## src/hdl/dprs_pkg.sv

```systemverilog
// Package for the debug port read and select register bank.
package dprs_pkg;
    // Register offsets
    localparam logic [7:0]  OFS_BANK4     = 8'h04;
    localparam logic [7:0]  OFS_REPLAY    = 8'h08;
    localparam logic [7:0]  OFS_POSTED_READ_BUFFER    = 8'h0c;
    localparam logic [7:0]  OFS_SELECT    = 8'h80;
    // Banks seen at offset 0x4
    localparam logic [3:0]  BANK_LPID     = 4'h3;
    localparam logic [3:0]  BANK_EVENT    = 4'h4;
    // Field positions and values
    localparam int          INST_LSB      = 28;
    localparam int          BANKSEL_W     = 4;
    localparam logic [3:0]  PROT_VERSION  = 4'h1;
    localparam logic [31:0] SELECT_RESET  = 32'h0000_0000;
    localparam logic [31:0] DATA_RESET    = 32'h0000_0000;
    localparam int          APB_ADDR_W    = 32;

    // Debugger-side register request
    typedef struct packed {
        logic        valid;
        logic        write;
        logic [7:0]  offset;
        logic [31:0] wdata;
    } dprs_req_t;

    // Access port read completion
    typedef struct packed {
        logic        valid;
        logic        ok;
        logic [31:0] rdata;
    } dprs_apresp_t;

    typedef enum logic { APB_IDLE, APB_BUSY } dprs_apb_st_t;

    // Whole state of the block
    typedef struct packed {
        logic [31:0]  select;
        logic [31:0]  last_rd;
        logic         read_ok;
        logic [1:0]   evt_sync;
        logic [31:0]  rdata;
        logic         rvalid;
        logic [31:0]  paddr;
        dprs_apb_st_t apb_st;
    } dprs_state_t;
endpackage : dprs_pkg

```

## src/hdl/dprs_regs.sv

```systemverilog
// Debug port read/select register bank with APB address generation.
`timescale 1ns/1ps
module dprs_regs
    import dprs_pkg::*;
(
    // Clock and reset
    input  wire logic          ref_clk,
    input  wire logic          reset,
    // Configuration and tie-offs
    input  wire logic          serial_wire_config,
    input  wire logic [3:0]    target_instance_number,
    // Cross trigger
    input  wire logic          external_event_input,
    // Debugger register access
    input  wire dprs_req_t     req,
    output logic [31:0]        rdata,
    output logic               rvalid,
    // Access port request and completion
    input  wire logic          access_port_request,
    input  wire logic [1:0]    ap_addr,
    input  wire dprs_apresp_t  ap_resp,
    // Outputs towards the system
    output logic [31:0]        paddr,
    output logic               read_ok_flag,
    output logic [3:0]         port_bank_select
);
    dprs_state_t s_q;
    dprs_state_t s_d;
    logic [31:0] addr_mask;
    logic        rd_req;    // Read strobe, used by the checks
    logic        wr_req;    // Write strobe, used by the checks
    logic        rd_buf_sw; // Buffer read in serial wire configuration

    ////////////////////////////////////////////////////////////////
    // Implemented address bits; upper bits ignore writes
    assign addr_mask = (APB_ADDR_W >= 32) ? 32'hffff_ffff
                     : ((32'h0000_0001 << APB_ADDR_W) - 32'h0000_0001);

    ////////////////////////////////////////////////////////////////
    // Next state
    always_comb begin
        s_d        = s_q;
        s_d.rvalid = 1'b0;
        // Event input inverted, then two-stage synchroniser
        s_d.evt_sync = {s_q.evt_sync[0], ~external_event_input};
        // Access port read completion updates replay data and status
        if (ap_resp.valid) begin
            s_d.last_rd = ap_resp.rdata;
            s_d.read_ok = ap_resp.ok;
        end
        // Start of APB transfer latches address; held otherwise
        if (access_port_request) begin
            s_d.paddr  = {s_q.select[31:4], ap_addr, 2'b00};
            s_d.paddr  = s_d.paddr & addr_mask;
            s_d.apb_st = APB_BUSY;
        end else if (ap_resp.valid) begin
            s_d.apb_st = APB_IDLE;
        end
        if (req.valid) begin
            s_d.rvalid = ~req.write;
            // Read data stands until the next read; writes leave it
            if (!req.write)
                s_d.rdata = DATA_RESET;
            case ({req.write, req.offset})
                // Offset 0x4 read decoded by bank; write is upper select
                {1'b0, OFS_BANK4}: begin
                    if (s_q.select[3:0] == BANK_EVENT)
                        s_d.rdata = {31'h0000_0000, s_q.evt_sync[1]};
                    else if (s_q.select[3:0] == BANK_LPID)
                        s_d.rdata = {(serial_wire_config ?
                                     target_instance_number : 4'h0),
                                     24'h00_0000, PROT_VERSION};
                end
                {1'b1, OFS_BANK4}: ; // Upper select unused
                {1'b0, OFS_REPLAY}: begin
                    // No new transfer is started by a replay read
                    if (serial_wire_config)
                        s_d.rdata = s_q.last_rd;
                end
                {1'b0, OFS_POSTED_READ_BUFFER}: begin
                    // Buffer keeps last result; reads never launch transfers
                    if (serial_wire_config) begin
                        s_d.rdata   = s_q.last_rd;
                        s_d.read_ok = 1'b1;
                    end
                end
                {1'b1, OFS_SELECT}: begin
                    s_d.select = (req.wdata & addr_mask) |
                                 {28'h000_0000, req.wdata[3:0]};
                end
                default: ; // Writes to read-only offsets ignored
            endcase
        end
        if (!serial_wire_config)
            s_d.read_ok = 1'b0; // Read-ok reserved in JTAG
    end

    ////////////////////////////////////////////////////////////////
    // State register
    always_ff @(posedge ref_clk) begin
        if (reset) begin
            s_q <= '{select: SELECT_RESET, last_rd: DATA_RESET,
                     read_ok: 1'b0, evt_sync: 2'b11, rdata: DATA_RESET,
                     rvalid: 1'b0, paddr: DATA_RESET, apb_st: APB_IDLE};
        end else begin
            s_q <= s_d;
        end
    end

    // Outputs straight from flip-flops
    assign rdata            = s_q.rdata;
    assign rvalid           = s_q.rvalid;
    assign paddr            = s_q.paddr;
    assign read_ok_flag     = s_q.read_ok;
    assign port_bank_select = s_q.select[3:0];

    ////////////////////////////////////////////////////////////////
    // Strobes shared by the checks below
    assign rd_req    = req.valid && !req.write;
    assign wr_req    = req.valid && req.write;
    assign rd_buf_sw = rd_req && serial_wire_config
                     && req.offset == OFS_POSTED_READ_BUFFER;

    ////////////////////////////////////////////////////////////////
    // Checks: APB address
    // Low address bits never carry a byte offset
    word_align_a: assert property (
        @(posedge ref_clk) disable iff (reset)
        paddr[1:0] == 2'b00)
        else $error("paddr not word aligned");

    // Address stands between transfers
    addr_hold_a: assert property (
        @(posedge ref_clk) disable iff (reset)
        !access_port_request |=> $stable(paddr))
        else $error("paddr moved without transfer");

    // Word select comes with each request
    addr_low_a: assert property (
        @(posedge ref_clk) disable iff (reset)
        access_port_request |=> paddr[3:2] == $past(ap_addr))
        else $error("paddr word bits not from request");

    // Bank address comes from the select register
    addr_high_a: assert property (
        @(posedge ref_clk) disable iff (reset)
        access_port_request |=> paddr[31:4] == $past(s_q.select[31:4]))
        else $error("paddr high bits not from select");

    // A request opens a transfer
    apb_busy_a: assert property (
        @(posedge ref_clk) disable iff (reset)
        access_port_request |=> s_q.apb_st == APB_BUSY)
        else $error("transfer not marked busy");

    // A completion closes it, unless a new one starts
    apb_idle_a: assert property (
        @(posedge ref_clk) disable iff (reset)
        !access_port_request && ap_resp.valid |=> s_q.apb_st == APB_IDLE)
        else $error("transfer not closed");

    // Unimplemented address bits stay clear
    addr_mask_a: assert property (
        @(posedge ref_clk) disable iff (reset)
        (paddr & ~addr_mask) == 32'h0000_0000)
        else $error("paddr beyond implemented width");

    ////////////////////////////////////////////////////////////////
    // Checks: select register
    // Bank field follows a select write
    select_write_a: assert property (
        @(posedge ref_clk) disable iff (reset)
        wr_req && req.offset == OFS_SELECT
        |=> port_bank_select == $past(req.wdata[3:0]))
        else $error("bank select not written");

    // Address field keeps only implemented bits
    select_addr_a: assert property (
        @(posedge ref_clk) disable iff (reset)
        wr_req && req.offset == OFS_SELECT
        |=> s_q.select[31:4] == $past(req.wdata[31:4] & addr_mask[31:4]))
        else $error("select address not written");

    // Nothing else moves the select register
    select_hold_a: assert property (
        @(posedge ref_clk) disable iff (reset)
        !(wr_req && req.offset == OFS_SELECT) |=> $stable(s_q.select))
        else $error("select changed without write");

    // Upper select writes vanish
    upper_select_unused_ign_a: assert property (
        @(posedge ref_clk) disable iff (reset)
        wr_req && req.offset == OFS_BANK4 |=> $stable(s_q.select))
        else $error("upper select write changed state");

    // Outputs at their reset values once reset drops
    reset_value_a: assert property (
        @(posedge ref_clk)
        $fell(reset) |-> paddr == 32'h0000_0000 && !rvalid && !read_ok_flag
        && port_bank_select == 4'h0 && s_q.evt_sync == 2'b11)
        else $error("outputs not at reset values");

    ////////////////////////////////////////////////////////////////
    // Checks: read answers
    // Every read is answered one cycle on
    rvalid_read_a: assert property (
        @(posedge ref_clk) disable iff (reset)
        rd_req |=> rvalid)
        else $error("read not answered");

    // Writes and idle cycles give no answer
    rvalid_none_a: assert property (
        @(posedge ref_clk) disable iff (reset)
        !rd_req |=> !rvalid)
        else $error("answer without read");

    // Read data stands until the next read
    rdata_hold_a: assert property (
        @(posedge ref_clk) disable iff (reset)
        !rd_req |=> $stable(rdata))
        else $error("read data moved without read");

    // Two-stage path from the event pin, inverted
    event_sync_a: assert property (
        @(posedge ref_clk) disable iff (reset)
        ##2 s_q.evt_sync[1] == !$past(external_event_input, 2))
        else $error("event status not inverted sync");

    // Event bank shows the synchronised flag alone
    event_read_a: assert property (
        @(posedge ref_clk) disable iff (reset)
        rd_req && req.offset == OFS_BANK4 && s_q.select[3:0] == BANK_EVENT
        |=> rdata == {31'h0000_0000, $past(s_q.evt_sync[1])})
        else $error("event status read wrong");

    // Instance field from the tie-off in serial wire
    inst_serial_a: assert property (
        @(posedge ref_clk) disable iff (reset)
        rd_req && serial_wire_config && req.offset == OFS_BANK4
        && s_q.select[3:0] == BANK_LPID
        |=> rdata[31:28] == $past(target_instance_number))
        else $error("instance field not from tie-off");

    // Instance field hidden in JTAG
    inst_jtag_a: assert property (
        @(posedge ref_clk) disable iff (reset)
        rd_req && !serial_wire_config && req.offset == OFS_BANK4
        && s_q.select[3:0] == BANK_LPID |=> rdata[31:28] == 4'h0)
        else $error("instance field visible in jtag");

    // Protocol version fixed in both configurations
    version_a: assert property (
        @(posedge ref_clk) disable iff (reset)
        rd_req && req.offset == OFS_BANK4 && s_q.select[3:0] == BANK_LPID
        |=> rdata[3:0] == PROT_VERSION && rdata[27:4] == 24'h00_0000)
        else $error("protocol version wrong");

    // Banks without a register here read zero
    other_bank_a: assert property (
        @(posedge ref_clk) disable iff (reset)
        rd_req && req.offset == OFS_BANK4 && s_q.select[3:0] != BANK_LPID
        && s_q.select[3:0] != BANK_EVENT |=> rdata == 32'h0000_0000)
        else $error("empty bank not zero");

    // Unknown and write-only offsets read zero
    unknown_ofs_a: assert property (
        @(posedge ref_clk) disable iff (reset)
        rd_req && req.offset != OFS_BANK4 && req.offset != OFS_REPLAY
        && req.offset != OFS_POSTED_READ_BUFFER |=> rdata == 32'h0000_0000)
        else $error("unknown offset not zero");

    ////////////////////////////////////////////////////////////////
    // Checks: replay, buffer and status
    // Replay reads zero in JTAG
    jtag_zero_a: assert property (
        @(posedge ref_clk) disable iff (reset)
        rd_req && !serial_wire_config && req.offset == OFS_REPLAY
        |=> rvalid && rdata == 32'h0000_0000)
        else $error("jtag replay not zero");

    // Buffer reads zero in JTAG
    posted_read_buffer_jtag_a: assert property (
        @(posedge ref_clk) disable iff (reset)
        rd_req && !serial_wire_config && req.offset == OFS_POSTED_READ_BUFFER
        |=> rvalid && rdata == 32'h0000_0000)
        else $error("jtag buffer not zero");

    // Replay returns the last result
    replay_data_a: assert property (
        @(posedge ref_clk) disable iff (reset)
        rd_req && serial_wire_config && req.offset == OFS_REPLAY
        |=> rdata == $past(s_q.last_rd))
        else $error("replay data mismatch");

    // Buffer returns the last result
    buffer_data_a: assert property (
        @(posedge ref_clk) disable iff (reset)
        rd_buf_sw |=> rdata == $past(s_q.last_rd))
        else $error("buffer data mismatch");

    // A second buffer read repeats the first
    buffer_repeat_a: assert property (
        @(posedge ref_clk) disable iff (reset)
        rd_buf_sw && !ap_resp.valid ##1 rd_buf_sw
        |=> rdata == $past(rdata))
        else $error("repeated buffer read differs");

    // Only a completion refreshes the result; reads start nothing
    last_keep_a: assert property (
        @(posedge ref_clk) disable iff (reset)
        !ap_resp.valid |=> $stable(s_q.last_rd))
        else $error("result moved without completion");

    // A completion is captured whole
    last_load_a: assert property (
        @(posedge ref_clk) disable iff (reset)
        ap_resp.valid |=> s_q.last_rd == $past(ap_resp.rdata))
        else $error("completion data not captured");

    // Read-ok follows the completion response
    read_ok_resp_a: assert property (
        @(posedge ref_clk) disable iff (reset)
        ap_resp.valid && serial_wire_config && !rd_buf_sw
        |=> read_ok_flag == $past(ap_resp.ok))
        else $error("read-ok not from response");

    // A buffer read is answered OK and wins a collision
    read_ok_buf_a: assert property (
        @(posedge ref_clk) disable iff (reset)
        rd_buf_sw |=> read_ok_flag)
        else $error("read-ok not set by buffer read");

    // Read-ok is reserved in JTAG
    read_ok_jtag_a: assert property (
        @(posedge ref_clk) disable iff (reset)
        !serial_wire_config |=> !read_ok_flag)
        else $error("read-ok set in jtag");
endmodule : dprs_regs

```

## config.mk

```make
export PLATFORM = sky130hd
export DESIGN_NAME = dprs_regs
export DESIGN_NICKNAME = d
export VERILOG_FILES = /design/src/hdl/dprs_pkg.sv /design/src/hdl/dprs_regs.sv
export SDC_FILE = /design/constraint.sdc
export NUM_CORES = 1
export LEC_CHECK = 0
export BUFFER_PORTS_ARGS = -buffer_cell sky130_fd_sc_hd__clkbuf_2
export CAP_MARGIN = 20
export CORE_ASPECT_RATIO = 0.9
export CORE_UTILIZATION = 40
export DETAILED_ROUTE_END_ITERATION = 8
export PLACE_DENSITY = 0.64
export SYNTH_ARGS = -nofsm -noshare
export SYNTH_HDL_FRONTEND = slang
export SYNTH_SLANG_ARGS = --single-unit
```

## constraint.sdc

```tcl
create_clock -name ref_clk -period 1.8 [get_ports ref_clk]
set_input_delay 0.09 -clock ref_clk [delete_from_list [all_inputs] [get_ports ref_clk]]
set_output_delay 0.09 -clock ref_clk [all_outputs]
set_load 0.05 [all_outputs]
```

==> flow_metrics.env <==
export IMPL_status="finished, final reports clean"
export IMPL_fin_crit_ns=1.66
export IMPL_fin_tns_setup_ns=0
export IMPL_finClkSkew_ns=0.00613
export IMPL_dpl_instance_area_um2=5810
export IMPL_synth_top_area_share_pct=48.5
export IMPL_seq_area_um2=2600
export IMPL_ys_ff_latch=130
export IMPL_grt_max_degree=54
export IMPL_hp_class="input pin to register"
export IMPL_use_met1_pct=21.0
export IMPL_synth_avg_cell_area_um2=9.44
export IMPL_ys_seq_area_share_pct=48.5
export IMPL_cap_viol_max_count=0
export IMPL_tightest_slew_ns=0.584
export IMPL_cts_tree="yes"
export IMPL_stdcell_area_um2=7090
export IMPL_slew_headroom_pct=60.7
export IMPL_crit_fanout=27
export IMPL_worst_ep_arrival_time_ns=2.00
export IMPL_required_ns=2.14
export IMPL_wl_per_cell_um=14.2
export IMPL_async_reset_ff_share_pct=0
export IMPL_yosysMostFrequentCell="dfxtp_1"
export IMPL_yosysUniqueCellTypes=37
export IMPL_fp_coreArea_um2=12900
export IMPL_max_clock_freq_ghz=0.603
export IMPL_io_buffers=154
export IMPL_start_kind="input pin"
export IMPL_drive_gt1_share_pct=32.6
export IMPL_fin_crit_sh_pct=92.1
export IMPL_wirelength_um=12800
export IMPL_grt_pass1_vias=4383
export IMPL_ys_top_cells_by_count="130 x dfxtp_1, 78 x nand2_1, 78 x nor2_1, 70 x buf_4, 62 x mux2i_1"
export IMPL_antenna_found_initial=0
export IMPL_grt_overflow=0
export IMPL_finalMaxSlewViolations=0
export IMPL_cts_htree_levels=4
export IMPL_drtIter0Drc=188
export IMPL_die_y_um=112
export IMPL_cts_root_to_sink_buffers=2
export IMPL_worstSetupEndpointType="register"
export IMPL_grtUsageMet2_pct=32.0
export IMPL_layout_nets=810
export IMPL_drtAntennaViolNets=0
export IMPL_setup_viol=0
export IMPL_diodes=0
export IMPL_syn_to_final_growth_pct=32.2
export IMPL_hold_viol_final=0
export IMPL_dp_hpwl_um=8240
export IMPL_hold_depth=4
export IMPL_clkTransAtPathRegs_ns=0.05
export IMPL_clkLatencyLatePin_ns=0.41
export IMPL_synth_edf_count=0
export IMPL_cts_resized=0
export IMPL_peakVddDrop_mv=0.748
export IMPL_synth_area_top_cells="dfxtp_1 49%, mux2i_1 12%, buf_4 9.8%, nand2_1 5.5%, nor2_1 5.5%"
export IMPL_syn_inst=568
export IMPL_gr_usage_all_layers_pct=19.1
export IMPL_crit_type="input pin to register"
export IMPL_synth_ff_type="dfxtp_1"
export IMPL_core_rowCount=39
export IMPL_use_met3_pct=7.33
export IMPL_multi_input_area_um2=2080
export IMPL_cts_inserted_buffers=17
export IMPL_n_fill_cell=1150
export IMPL_reg2reg_depth=5
export IMPL_ys_warn_count=0
export IMPL_cts_sinks=130
export IMPL_synth_area_leader_cell="dfxtp_1"
export IMPL_grt_setup_unrepaired="false"
export IMPL_grt_pass1_wl_um=20500
export IMPL_grt_busiest_layer="met2"
export IMPL_power_mw=6.71
export IMPL_p_per_area_nw_per_um2=947
export IMPL_die_area_um2=13900
export IMPL_cts_root_buf="clkbuf_16"
export IMPL_initial_core_util_pct=41.6
export IMPL_avgViaCountPerCell=4.79
export IMPL_fp_dieW_um=124
export IMPL_p_leak_nw=3.10
export IMPL_synth_area_um2=5360
export IMPL_boundaryPins=157
export IMPL_drc=0
export IMPL_gp_congestion=0.743
export IMPL_routed_via_count=4308
export IMPL_first_pass_iters=4
==> where the power goes <==
| part | switching, mW | internal (mW) | total [mW] | leakage (nW) |
|---|---|---|---|---|
| registers | 0.0347 | 2.94 | 2.97 | 1.06 |
| clock network | 1.17 | 2.04 | 3.20 | 0.275 |
| logic | 0.267 | 0.268 | 0.535 | 1.77 |
| total | 1.47 | 5.24 | 6.71 | 3.10 |
==> kinds of logic (layout without fill, tap and decap cells) <==
group	count (synthesis)	in the layout	share of synthesized area, %
other cells	1	2	0.0699
mux	63	63	11.8
flops	130	130	48.5
simple gates	196	196	16.5
compound gates	73	73	10.4
buf+inv	105	272	12.8
==> cell usage in the layout (no fill, tap or decap), types with 2 or more instances in the layout <==
cell	instances
buf_12	4
a31oi_1	6
nor2_1	78
mux2i_1	62
nand2_1	78
nand3_1	2
nor2_2	20
a211oi_1	4
a22oi_1	7
dlygate4sd3_1	72
clkinv_2	4
a22oi_2	20
dfxtp_1	130
nand2b_1	2
a21oi_1	33
or2_2	2
clkbuf_16	17
conb_1	2
clkbuf_8	4
clkbuf_2	153
buf_4	10
clkbuf_1	6
==> layer usage <==
layer / wire [um] / share of wire, %
met1: 5580 / 44
met2: 6030 / 47
met3: 894 / 7.0
met4: 251 / 2.0
met5: 0 / 0
==> path summary, 6_finish.rpt <==
kind,from,to,slack (ns)
max,serial_wire_config,rdata[18]$_SDFFE_PP0P_,0.14
min,req[38],rdata[0]$_SDFFE_PP0P_,0.07
max reg2reg,port_bank_select[0]$_SDFFE_PP0P_,rdata[30]$_SDFFE_PP0P_,0.24
min reg2reg,s_d[67]$_SDFF_PP1_,s_q[67]$_SDFF_PP1_,0.41
==> through the flow <==
| step | std cells | util [%] | hold slack (ns) | setup WS (ns) |
|---|---|---|---|---|
| 2_1_floorplan | 569 | - | 0.164 | 0.285 |
| 3_3_place_gp | 796 | 45.1 | 0.255 | 0.225 |
| 6_report | 900 | 55.0 | 0.0694 | 0.143 |
| 4_1_cts | 900 | 55.0 | 0.0375 | 0.177 |
| 5_1_grt | 900 | 55.0 | 0.0878 | 0.0793 |
| 3_5_place_dp | 796 | 45.1 | 0.258 | 0.192 |
==> worst max-delay path, cell delays in order <==
cell and delay (ns):
dlygate4sd3_1 0.52, clkbuf_2 0.10, or4b_4 0.50, nor4_4 0.33
buf_12 0.25, a22oi_2 0.09, nor2_2 0.10
==> sequential cells by signal (all words and copies together), names as in the netlist <==
signal	count
paddr	30
port_bank_select	4
rdata	32
read_ok_flag	1
rvalid	1
s_d	1
s_q	61
==> repair_timing <==
action	4_1_cts	5_1_grt
hold buffers	72	0
endpoints found under the hold margin	72	0
setup buffers	0	0
==> cell type report <==
cell class / count / share of cell area [%]
Clock buffer: 27 / 7.10
Multi-Input combinational cell: 334 / 29.4
Tap cell: 164 / 2.89
Inverter: 1 / 0.0530
Sequential cell: 130 / 36.7
Clock inverter: 5 / 0.706
Timing Repair Buffer: 239 / 23.2
(Power assumes the default switching activity.)
